File: src/hw/rtas_pkg.sv
package rtas_pkg;
	// ****************************************
	// timing base
	// ****************************************
	localparam int unsigned CLK_HZ = 20_000_000;
	localparam int unsigned LOS_PERIOD_MS = 2000;
	localparam int unsigned RATE_PERIOD_MS = 500;
	localparam int unsigned DESIG_TIMEOUT_MS = 30000;
	localparam int unsigned SETTLE_MS = 2500;
	localparam int unsigned LOS_CYC = LOS_PERIOD_MS * (CLK_HZ / 1000);
	localparam int unsigned RATE_CYC = RATE_PERIOD_MS * (CLK_HZ / 1000);
	localparam int unsigned DESIG_CYC = DESIG_TIMEOUT_MS * (CLK_HZ / 1000);
	localparam int unsigned SETTLE_CYC = SETTLE_MS * (CLK_HZ / 1000);

	// ****************************************
	// geometry limits
	// ****************************************
	localparam logic [15:0] RANGE_MAX_NM = 16'h0190;
	// angle units: centidegrees
	localparam logic [15:0] TRACK_ERR_CDEG = 16'h0032;
	localparam logic [15:0] OFF_Z_MAX_CDEG = 16'h0BB8;
	localparam logic [1:0] COVERAGE_ONE = 2'h1;
	localparam logic [15:0] RATE_GAIN_SHIFT = 16'h0002;

	typedef enum {
		ST_IDLE, ST_RANGE, ST_ATTITUDE, ST_AUTO, ST_ZERO, ST_FLAGS,
		ST_DESIG_INIT, ST_COVER, ST_DESIG, ST_ALARM, ST_SEARCH,
		ST_SETTLE, ST_DATA
	} rtas_state_e;
endpackage

File: src/hw/rtas_seq.sv
`timescale 1ns/1ps
`default_nettype none
module rtas_seq #(
	parameter int unsigned LOS_CYC = rtas_pkg::LOS_CYC,
	parameter int unsigned RATE_CYC = rtas_pkg::RATE_CYC,
	parameter int unsigned DESIG_CYC = rtas_pkg::DESIG_CYC,
	parameter int unsigned SETTLE_CYC = rtas_pkg::SETTLE_CYC
) (
	input wire logic clk,
	input wire logic rst,
	input wire logic start,
	input wire logic manual_select,
	input wire logic [15:0] range_nm,
	output logic los_compute,
	input wire logic attitude_done,
	output logic attitude_req,
	input wire logic auto_mode_pin,
	input wire logic zeroing_pin,
	input wire logic data_good_pin,
	output logic zero_req,
	input wire logic [1:0] coverage_region,
	output logic coverage_cmd,
	input wire logic signed [15:0] point_err_cdeg,
	input wire logic [15:0] off_z_cdeg,
	output logic signed [15:0] rate_cmd,
	output logic rate_strobe,
	output logic track_enable,
	input wire logic op_repeat,
	input wire logic op_search,
	output logic range_alarm,
	output logic desig_alarm,
	output logic manual_flag,
	output logic search_flag,
	output logic data_read_enable,
	output logic [3:0] state_code
);
	// ****************************************
	// pin synchronisers
	// ****************************************
	logic [2:0] sync1, sync2;
	logic auto_mode, zeroing, data_good;
	// all three discretes come from the radar's own clock world
	always_ff @(posedge clk or posedge rst) begin
		if (rst) begin
			sync1 <= 3'h0;
			sync2 <= 3'h0;
		end else begin
			sync1 <= {auto_mode_pin, zeroing_pin, data_good_pin};
			sync2 <= sync1;
		end
	end
	assign auto_mode = sync2[2];
	assign zeroing = sync2[1];
	assign data_good = sync2[0];

	// ****************************************
	// sequencer
	// ****************************************
	rtas_pkg::rtas_state_e state, next_state;
	logic [31:0] tmr, next_tmr, los_tmr, next_los_tmr, rate_tmr, next_rate_tmr;
	logic track_en, next_track_en, ralarm, next_ralarm, dalarm, next_dalarm;
	logic man, next_man, srch, next_srch, los_p, next_los_p, rate_p;
	logic next_rate_p, att_req, next_att_req, cov, next_cov;
	logic zreq, next_zreq, auto_d, next_auto_d, zpend, next_zpend;
	logic signed [15:0] rate, next_rate;
	logic [15:0] abs_err;

	assign abs_err = point_err_cdeg[15] ? 16'(-point_err_cdeg)
		: 16'(point_err_cdeg);

	// next-state logic; timers only run in the states that use them
	always_comb begin
		next_state = state;
		next_tmr = tmr;
		next_los_tmr = los_tmr;
		next_rate_tmr = rate_tmr;
		next_track_en = track_en;
		next_ralarm = ralarm;
		next_dalarm = dalarm;
		next_man = man;
		next_srch = srch;
		next_los_p = 1'b0;
		next_rate_p = 1'b0;
		next_rate = rate;
		next_att_req = 1'b0;
		next_cov = 1'b0;
		next_auto_d = auto_mode;
		next_zreq = auto_mode && !auto_d;
		// request stays pending until zeroing is seen; the synchroniser
		// delay would otherwise let the zero wait slip through early
		next_zpend = zreq || (zpend && !zeroing);
		case (state)
			rtas_pkg::ST_IDLE: begin
				next_srch = 1'b0;
				if (start) begin
					next_man = manual_select;
					next_los_p = 1'b1;
					next_state = rtas_pkg::ST_RANGE;
				end
			end
			rtas_pkg::ST_RANGE: begin
				if (range_nm > rtas_pkg::RANGE_MAX_NM) begin
					next_ralarm = 1'b1;
					next_state = rtas_pkg::ST_ALARM;
				end else begin
					next_att_req = 1'b1;
					next_state = rtas_pkg::ST_ATTITUDE;
				end
			end
			rtas_pkg::ST_ATTITUDE: begin
				if (attitude_done) begin
					next_state = rtas_pkg::ST_AUTO;
				end
			end
			rtas_pkg::ST_AUTO: begin
				if (auto_mode) begin
					next_state = rtas_pkg::ST_ZERO;
				end
			end
			rtas_pkg::ST_ZERO: begin
				if (!zeroing && !zreq && !zpend) begin
					next_state = rtas_pkg::ST_FLAGS;
				end
			end
			rtas_pkg::ST_FLAGS: begin
				// manual path leaves the designate loop to the operator
				if (!man && !srch) begin
					next_state = rtas_pkg::ST_DESIG_INIT;
				end else if (srch) begin
					next_state = rtas_pkg::ST_SEARCH;
				end else if (data_good) begin
					next_state = rtas_pkg::ST_SETTLE;
					next_tmr = 32'h0000_0000;
				end
			end
			rtas_pkg::ST_DESIG_INIT: begin
				next_track_en = 1'b0;
				next_state = rtas_pkg::ST_COVER;
			end
			rtas_pkg::ST_COVER: begin
				if (coverage_region != rtas_pkg::COVERAGE_ONE) begin
					next_cov = 1'b1;
				end else begin
					next_state = rtas_pkg::ST_DESIG;
					next_tmr = 32'h0000_0000;
					next_los_tmr = 32'h0000_0000;
					next_rate_tmr = 32'h0000_0000;
				end
			end
			rtas_pkg::ST_DESIG: begin
				next_tmr = tmr + 32'h0000_0001;
				next_los_tmr = los_tmr + 32'h0000_0001;
				next_rate_tmr = rate_tmr + 32'h0000_0001;
				if (los_tmr == LOS_CYC - 1) begin
					next_los_tmr = 32'h0000_0000;
					next_los_p = 1'b1;
				end
				if (rate_tmr == RATE_CYC - 1) begin
					next_rate_tmr = 32'h0000_0000;
					next_rate_p = 1'b1;
					next_rate = point_err_cdeg
						>>> rtas_pkg::RATE_GAIN_SHIFT;
				end
				if (abs_err <= rtas_pkg::TRACK_ERR_CDEG) begin
					next_track_en = 1'b1;
				end
				if (data_good) begin
					next_state = rtas_pkg::ST_SETTLE;
					next_tmr = 32'h0000_0000;
				end else if (tmr == DESIG_CYC - 1) begin
					next_dalarm = 1'b1;
					next_state = rtas_pkg::ST_ALARM;
				end
			end
			rtas_pkg::ST_ALARM: begin
				// range alarm only accepts a repeat; search needs designate alarm
				if (op_repeat) begin
					next_ralarm = 1'b0;
					next_dalarm = 1'b0;
					next_state = rtas_pkg::ST_IDLE;
				end else if (op_search && dalarm) begin
					next_dalarm = 1'b0;
					next_srch = 1'b1;
					next_track_en = 1'b1;
					next_state = rtas_pkg::ST_SEARCH;
				end
			end
			rtas_pkg::ST_SEARCH: begin
				// search pattern runs outside; lock ends it
				if (data_good) begin
					next_state = rtas_pkg::ST_SETTLE;
					next_tmr = 32'h0000_0000;
				end
			end
			rtas_pkg::ST_SETTLE: begin
				next_tmr = tmr + 32'h0000_0001;
				if (tmr == SETTLE_CYC - 1) begin
					next_state = rtas_pkg::ST_DATA;
				end
			end
			rtas_pkg::ST_DATA: begin
				if (off_z_cdeg > rtas_pkg::OFF_Z_MAX_CDEG) begin
					next_att_req = 1'b1;
					next_state = rtas_pkg::ST_ATTITUDE;
				end
			end
			default: next_state = rtas_pkg::ST_IDLE;
		endcase
	end

	// state registers
	always_ff @(posedge clk or posedge rst) begin
		if (rst) begin
			state <= rtas_pkg::ST_IDLE;
			tmr <= 32'h0000_0000;
			los_tmr <= 32'h0000_0000;
			rate_tmr <= 32'h0000_0000;
			track_en <= 1'b0;
			ralarm <= 1'b0;
			dalarm <= 1'b0;
			man <= 1'b0;
			srch <= 1'b0;
			los_p <= 1'b0;
			rate_p <= 1'b0;
			rate <= 16'sh0000;
			att_req <= 1'b0;
			cov <= 1'b0;
			zreq <= 1'b0;
			auto_d <= 1'b0;
			zpend <= 1'b0;
		end else begin
			state <= next_state;
			tmr <= next_tmr;
			los_tmr <= next_los_tmr;
			rate_tmr <= next_rate_tmr;
			track_en <= next_track_en;
			ralarm <= next_ralarm;
			dalarm <= next_dalarm;
			man <= next_man;
			srch <= next_srch;
			los_p <= next_los_p;
			rate_p <= next_rate_p;
			rate <= next_rate;
			att_req <= next_att_req;
			cov <= next_cov;
			zreq <= next_zreq;
			auto_d <= next_auto_d;
			zpend <= next_zpend;
		end
	end

	assign los_compute = los_p;
	assign attitude_req = att_req;
	assign zero_req = zreq;
	assign coverage_cmd = cov;
	assign rate_cmd = rate;
	assign rate_strobe = rate_p;
	assign track_enable = track_en;
	assign range_alarm = ralarm;
	assign desig_alarm = dalarm;
	assign manual_flag = man;
	assign search_flag = srch;
	assign data_read_enable = (state == rtas_pkg::ST_DATA);
	assign state_code = 4'(state);

	// ****************************************
	// checks
	// ****************************************
	chk_range_alarm: assert property (@(posedge clk) disable iff (rst)
		state == rtas_pkg::ST_RANGE && range_nm > rtas_pkg::RANGE_MAX_NM
		|=> range_alarm && state == rtas_pkg::ST_ALARM)
		else $error("range over limit did not alarm");
	chk_auto_gate: assert property (@(posedge clk) disable iff (rst)
		state == rtas_pkg::ST_AUTO && !auto_mode |=> state == rtas_pkg::ST_AUTO)
		else $error("left auto check without auto mode");
	chk_zero_block: assert property (@(posedge clk) disable iff (rst)
		state == rtas_pkg::ST_ZERO && zeroing |=> state == rtas_pkg::ST_ZERO)
		else $error("advanced during zeroing");
	chk_track_drop: assert property (@(posedge clk) disable iff (rst)
		state == rtas_pkg::ST_DESIG_INIT |=> !track_enable)
		else $error("track enable kept at designate start");
	chk_rate_period: assert property (@(posedge clk) disable iff (rst)
		rate_strobe |-> ##1 !rate_strobe [*3])
		else $error("rate strobes too close");
	chk_lock_settle: assert property (@(posedge clk) disable iff (rst)
		state == rtas_pkg::ST_DESIG && data_good |=> state == rtas_pkg::ST_SETTLE)
		else $error("lock did not end designation");
	chk_timeout_alarm: assert property (@(posedge clk) disable iff (rst)
		state == rtas_pkg::ST_DESIG && !data_good && tmr == DESIG_CYC - 1
		|=> desig_alarm)
		else $error("designate timeout missed");
	chk_search_gate: assert property (@(posedge clk) disable iff (rst)
		$rose(search_flag) |-> $past(state) == rtas_pkg::ST_ALARM
		&& $past(dalarm))
		else $error("search entered without designate alarm");
	chk_alarm_sticky: assert property (@(posedge clk) disable iff (rst)
		desig_alarm && !op_repeat && !op_search |=> desig_alarm)
		else $error("alarm dropped without operator");
	chk_settle_wait: assert property (@(posedge clk) disable iff (rst)
		$rose(state == rtas_pkg::ST_SETTLE) |-> !data_read_enable [*8])
		else $error("data read too early after lock");
	cov_lock: cover property (@(posedge clk) disable iff (rst)
		state == rtas_pkg::ST_DESIG ##1 state == rtas_pkg::ST_SETTLE);
	cov_timeout: cover property (@(posedge clk) disable iff (rst)
		$rose(desig_alarm));
	cov_search: cover property (@(posedge clk) disable iff (rst)
		$rose(search_flag));
	cov_realign: cover property (@(posedge clk) disable iff (rst)
		state == rtas_pkg::ST_DATA ##1 state == rtas_pkg::ST_ATTITUDE);
endmodule
`default_nettype wire

File: config.mk
export PLATFORM = sky130hd
export DESIGN_NAME = rtas_seq
export DESIGN_NICKNAME = d
export VERILOG_FILES = /design/src/hw/rtas_pkg.sv /design/src/hw/rtas_seq.sv
export SDC_FILE = /design/constraint.sdc
export NUM_CORES = 1
export LEC_CHECK = 0
export ABC_AREA = 1
export BUFFER_PORTS_ARGS = -buffer_cell sky130_fd_sc_hd__buf_4
export CORE_ASPECT_RATIO = 0.9
export CORE_MARGIN = 1
export CORE_UTILIZATION = 60
export DETAILED_ROUTE_END_ITERATION = 8
export GPL_TIMING_DRIVEN = 0
export PLACE_DENSITY = 0.83
export SLEW_MARGIN = 40
export SYNTH_ARGS = -nofsm -noshare
export SYNTH_HDL_FRONTEND = slang
export SYNTH_SLANG_ARGS = --single-unit
export TNS_END_PERCENT = 30
File: constraint.sdc
create_clock -name clk -period 6.05 [get_ports clk]
set_clock_uncertainty 0.1 [all_clocks]
set_input_delay 1.21 -clock clk [delete_from_list [all_inputs] [get_ports clk]]
set_output_delay 1.21 -clock clk [all_outputs]
set_load 0.02 [all_outputs]
; ---- After elaboration in Yosys (flattened, before gate mapping)
; Index checks and enable logic that the tools add are counted.
[totals]
reg_bits = 160
word_cells = 141
mem_bits_ro = 0
memories = 0
in_bits = 60
mem_bits_rw = 0
latchBits = 0
[op_classes]
n_shift = 0
addsub = 4
magnitude_cmp = 3
n_mux = 50
multipliers = 0
n_div = 0
bitwise_logic = 0
n_reduce_logical = 29
n_eq_ne = 36
[op_table]
columns = op, count
row1 = 2-to-1 mux 32 bit, 21
row2 = one-hot mux 32 bit (13 select lines), 1
row3 = "== test 32 x 4 -> 1 bit, second input constant", 5
row4 = one-hot mux 32 bit (5 select lines), 1
row5 = "== test 32 x 3 -> 1 bit, second input constant", 4
row6 = one-hot mux 32 bit (2 select lines), 2
row7 = "adder 32 x 1 -> 32 bit, second input constant", 3
row8 = "== test 32 x 2 -> 1 bit, second input constant", 2
row9 = "== test 32 x 26 -> 1 bit, second input constant", 2
row10 = "== test 32 x 1 -> 1 bit, second input constant", 1
row11 = "== test 32 x 24 -> 1 bit, second input constant", 1
row12 = "== test 32 x 30 -> 1 bit, second input constant", 1
row13 = "== test 32 x 5 -> 1 bit, second input constant", 1
row14 = zero test 32 bit, 1
row15 = "!= test 2 bit, second input constant", 16
row16 = 2-to-1 mux 1 bit, 17
row17 = "greater-than comparator 16 x 12 -> 1 bit, second input constant", 1
row18 = "greater-than comparator 16 x 9 -> 1 bit, second input constant", 1
row19 = "less-or-equal comparator 16 x 6 -> 1 bit, second input constant", 1
row20 = 2-to-1 mux 16 bit, 1
row21 = negator 16 bit, 1
row22 = AND reduction 4 bit, 3
row23 = one-hot mux 1 bit (2 select lines), 5
row24 = AND reduction 9 bit, 1
row25 = other kinds (12), 29

; ---- Longest topological paths before layout
[depth]
ltp_word = 5
depth_mapped = 16
depth_no_buf = 16

; ---- Least setup slack after synthesis
; Ideal clock, no wire load.
[synth_path]
path_type = input to register
startpoint = input point_err_cdeg[0]
endpoint = register track_en (netlist: track_enable)
cell_stages = 12
path_slack_ns = 3.499
arrival_ns = 2.373
path_cell_list = inv_1 > ha_1 > nand3_1 > nand2_1 > nand3_1 > nand2_1 > nand2_1 > nor2_1 > nand2_1 > o21ai_0 > nand2_1 > a21oi_1
[synth_between]
elab_chain_len = 5
[synth_rtl]
columns = item, line
row1 = "start, declared", rtas_seq.sv:23  ; input wire logic signed [15:0] point_err_cdeg,
row2 = negator 16 bit, rtas_seq.sv:68  ; assign abs_err = point_err_cdeg[15] ? 16'(-point_err_cdeg)
row3 = 2-to-1 mux 16 bit *, rtas_seq.sv:68
row4 = less-or-equal comparator 16 x 6 -> 1 bit *, rtas_seq.sv:164  ; if (abs_err <= rtas_pkg::TRACK_ERR_CDEG) begin
row5 = != test 2 bit (no line) *, -
row6 = AND reduction 4 bit (no line) *, -
row7 = "end signal, assigned", rtas_seq.sv:236  ; track_en <= next_track_en;
row8 = "end, declared", rtas_seq.sv:61  ; logic track_en, next_track_en, ralarm, next_ralarm, dalarm, next_dalarm;
; Mark *: on every way between the ends. The rest lies on a longest branch, timed or not.
; A chain may end at the register's enable or synchronous reset.

; ---- Final worst setup path
[layout_path]
startpoint = register state[25]
endpoint = output data_read_enable
[layout_between]
elab_chain_len = 1
[layout_rtl]
columns = item, line
row1 = "start, declared", rtas_seq.sv:59  ; rtas_pkg::rtas_state_e state, next_state;
row2 = "start signal, assigned", rtas_seq.sv:214  ; state <= rtas_pkg::ST_IDLE;
row3 = "start signal, assigned", rtas_seq.sv:232  ; state <= next_state;
row4 = == test 32 x 5 -> 1 bit, rtas_seq.sv:263  ; assign data_read_enable = (state == rtas_pkg::ST_DATA);
row5 = "end, declared", rtas_seq.sv:34  ; output logic data_read_enable,
; Every way passes these cells.

==> impl_summary.log <==
INFO  metric drt_iter0_markers = 1102
INFO  metric synth_edf_count = 0
INFO  metric final.hold.worst_slack = 0.258 ns
INFO  metric r2r_setup_slack = 3.67 ns
INFO  metric die_y = 125 um
INFO  metric tritoncts = done
INFO  metric clk_path_buf_depth = 2
INFO  metric critical_path_slowest_stage_cell = dfrtp_1
INFO  metric placeableCoreArea = 16300 um^2
INFO  metric final_cells = 1751
INFO  metric hp-class = reg -> reg
INFO  metric crit_path_start = state[25]
INFO  metric boundaryPins = 91
INFO  metric nets = 1595
INFO  metric critical-path-max-stage-delay = 0.38 ns
INFO  metric routabilityCongestion = 0.969
INFO  metric fin_crit_sh = 0.530
INFO  metric finalSetupViolations = 0
INFO  metric numCtsBuffers = 17
INFO  metric clock_insertion_delay_worst_skew = 0.44 ns
INFO  metric synth_top_flop_cell = dfrtp_1
INFO  metric io_buffers = 90
INFO  metric reg2reg_from = state[7]
INFO  metric cts_setup_buffers = 0
INFO  metric die_width = 139 um
INFO  metric grt_overflow_total = 0
INFO  metric setup_repair_after_global_routing_missed_its_margin = false
INFO  metric tightest_pin_transition = 0.562 ns
INFO  metric worst_setup_path_end_kind = primary output
INFO  metric gr-usage-all-layers = 0.338
INFO  metric final-max-slew-violation-count = 0
INFO  metric hold_viol_final = 0
INFO  metric holdPathStages = 0
INFO  metric post_drt_antenna_nets = 0
INFO  metric grt_pass1_vias = 9390
INFO  metric total_power = 2.32 mW
INFO  metric warning_count_from_the_yosys_run = 0
INFO  metric path_class = reg -> out
INFO  metric synth-seq-area-share = 0.397
INFO  metric detailedPlacementHpwl = 21.0 mm
INFO  metric netlist-cell-type-count = 50
INFO  metric post_cts_resized = 0
INFO  metric p_per_area = 197 nW/um^2
INFO  metric layout_min_cycle_time = 3.21 ns
INFO  metric initial_util = 0.619
INFO  metric design.die.area = 17300 um^2
INFO  metric clk_pin_slew = 0.07 ns
INFO  metric synthCells = 1394
INFO  metric cts.root.buffer_cell = clkbuf_16
INFO  metric regToRegEndpoint = rate_tmr[13]
INFO  metric avgSynthCellArea = 7.23 um^2
INFO  metric cts_hold_buffers = 0
INFO  metric series_of_cell_instances_along_the_critical_path = nor2_1 > nand2_1 > nor2_2 > nand2_4 > clkinv_2 > nand2_1 > inv_1 > buf_4
INFO  metric drive_gt1_frac = 0.142
INFO  metric cp_num_buf_inv = 3
INFO  metric violations_in_the_final_reports = DRC
INFO  metric crit_path_start_kind = flip-flop
INFO  metric power_leakage = 6.21 nW
INFO  metric min_from = sync1[2]
INFO  metric filler_cell_count = 1356
INFO  metric grt_start_max_net_pins = 82
INFO  metric route.detailed.vias_per_inst = 5.71
INFO  metric yosys_register_bits = 160
INFO  metric crit_required = 4.74 ns
INFO  metric critical_path.max_fanout = 8
INFO  metric cap_viol_max_count = 0
INFO  metric critPathArrivalTime = 1.90 ns
INFO  metric min_delay_worst_endpoint = sync2[2]
INFO  metric placedCellCount = 1719
INFO  metric r2r_cells = 9
INFO  metric detail_route.first_pass.iterations = 7
INFO  metric grt_antenna_before_repair = 0
INFO  metric clock_sinks = 160
INFO  metric worst_ir_drop_vdd = 0.000228 V
INFO  metric path_common_cell = nand2_1
INFO  metric postLayoutCoreUtil = 0.721
INFO  metric fmax = 312 MHz
INFO  metric grt_pass1_wl = 46.3 mm
INFO  metric cp_top_family = simple AND/OR/NAND/NOR gates
INFO  metric cts.htree.levels = 4
INFO  metric wl = 28.2 mm
INFO  metric flow.area_growth_from_synthesis = 16.6%
INFO  metric drcViolationCount = 2
INFO  metric syn_area = 10100 um^2
INFO  metric placementRows = 44
INFO  metric asyncSetResetFlopFracSynth = 1.00
INFO  metric slew_headroom = 0.625
INFO  metric vias = 9994
INFO  metric antenna-diode-count = 0
INFO  metric outcome = finished with violations
INFO  metric routedWlPerCell = 16.1 um
## state kept, by name, summed over array words and instances (netlist names)
| name | cells |
|---|---|
| track_enable | 1 |
| sync1 | 3 |
| zpend | 1 |
| coverage_cmd | 1 |
| los_tmr | 32 |
| rate_cmd | 14 |
| auto_d | 1 |
| los_compute | 1 |
| desig_alarm | 1 |
| manual_flag | 1 |
| search_flag | 1 |
| rate_strobe | 1 |
| zero_req | 1 |
| sync2 | 3 |
| range_alarm | 1 |
| state | 32 |
| rate_tmr | 32 |
| tmr | 32 |
| attitude_req | 1 |
## Yosys cell counts, drive strengths merged (14+ instances only)
cell type  number  share of area
nand2         328           0.13
nor2          217          0.087
inv           173          0.064
dfrtp         160           0.40
nand3          88          0.048
nor3           67          0.037
nand4          66          0.044
o21ai          65          0.033
xor2           57          0.050
o22ai          34          0.021
buf            29          0.019
nor4           26          0.017
a21oi          25          0.012
a21o           14          0.010
## placed cells by master, fill, tap and decap left out, types with 28 or more instances in the layout
| cell | n |
|---|---|
| buf_4 | 99 |
| conb_1 | 28 |
| dfrtp_1 | 160 |
| inv_1 | 156 |
| nand2_1 | 318 |
| nand3_1 | 80 |
| nand4_1 | 63 |
| nor2_1 | 202 |
| nor3_1 | 60 |
| o21ai_0 | 53 |
| o22ai_1 | 34 |
| xor2_1 | 57 |
## final cells by class
cell class              instances  area [um^2]  share of cell area
plain buffers                  37          224              0.0191
well taps                     207          259              0.0220
multi-input cells            1050         5300               0.451
inverters                     174          662              0.0563
clock buffers                  17          425              0.0362
repair buffers                 91          703              0.0598
flip-flops and latches        160         4000               0.341
clock inverters                15          176              0.0150
## cell families after synthesis
family | synth area share
AOI/OAI and AO/OA | 0.0865
adders and majority gates | 0.00496
xor gates and xnor gates | 0.0599
and+or+nand+nor | 0.364
other | 0.000372
buffers and inverters | 0.0871
DFF | 0.397
## per-layer routing
metal / GRT usage / part of all wire / vias up
met2: 0.534 / 0.45 / 463
met4: 0.122 / 0.027 / 0
li1: - / - / 4824
met5: 0 / 0 / -
met3: 0.0609 / 0.078 / 70
met1: 0.468 / 0.44 / 4637
## per-stage QoR
step                TNS [ns]  worst slack [ns]  cell area [um^2]
global route               0              2.72             11800
floorplan                  0             0.420             10200
detailed placement         0              3.06             11200
global placement     -207.77             -1.32             11100
finish                     0              2.84             11800
CTS                        0              2.85             11800
## power by group
part	leakage [nW]	internal, mW	total (mW)	switching, mW
Combinational	4.25	0.0425	0.108	0.0659
Clock	0.295	0.624	1.13	0.501
Sequential	1.67	1.08	1.09	0.00452
## how the worst max path moves through the flow
stage                             to  slack [ns]  depth (start not counted)
floorplan               attitude_req        0.42                          1
global placement         los_tmr[19]       -1.32                          2
detailed placement      track_enable        3.06                         13
CTS                 data_read_enable        2.85                          8
global route        data_read_enable        2.72                          8
finish              data_read_enable        2.84                          8
(Power assumes the default switching activity.)
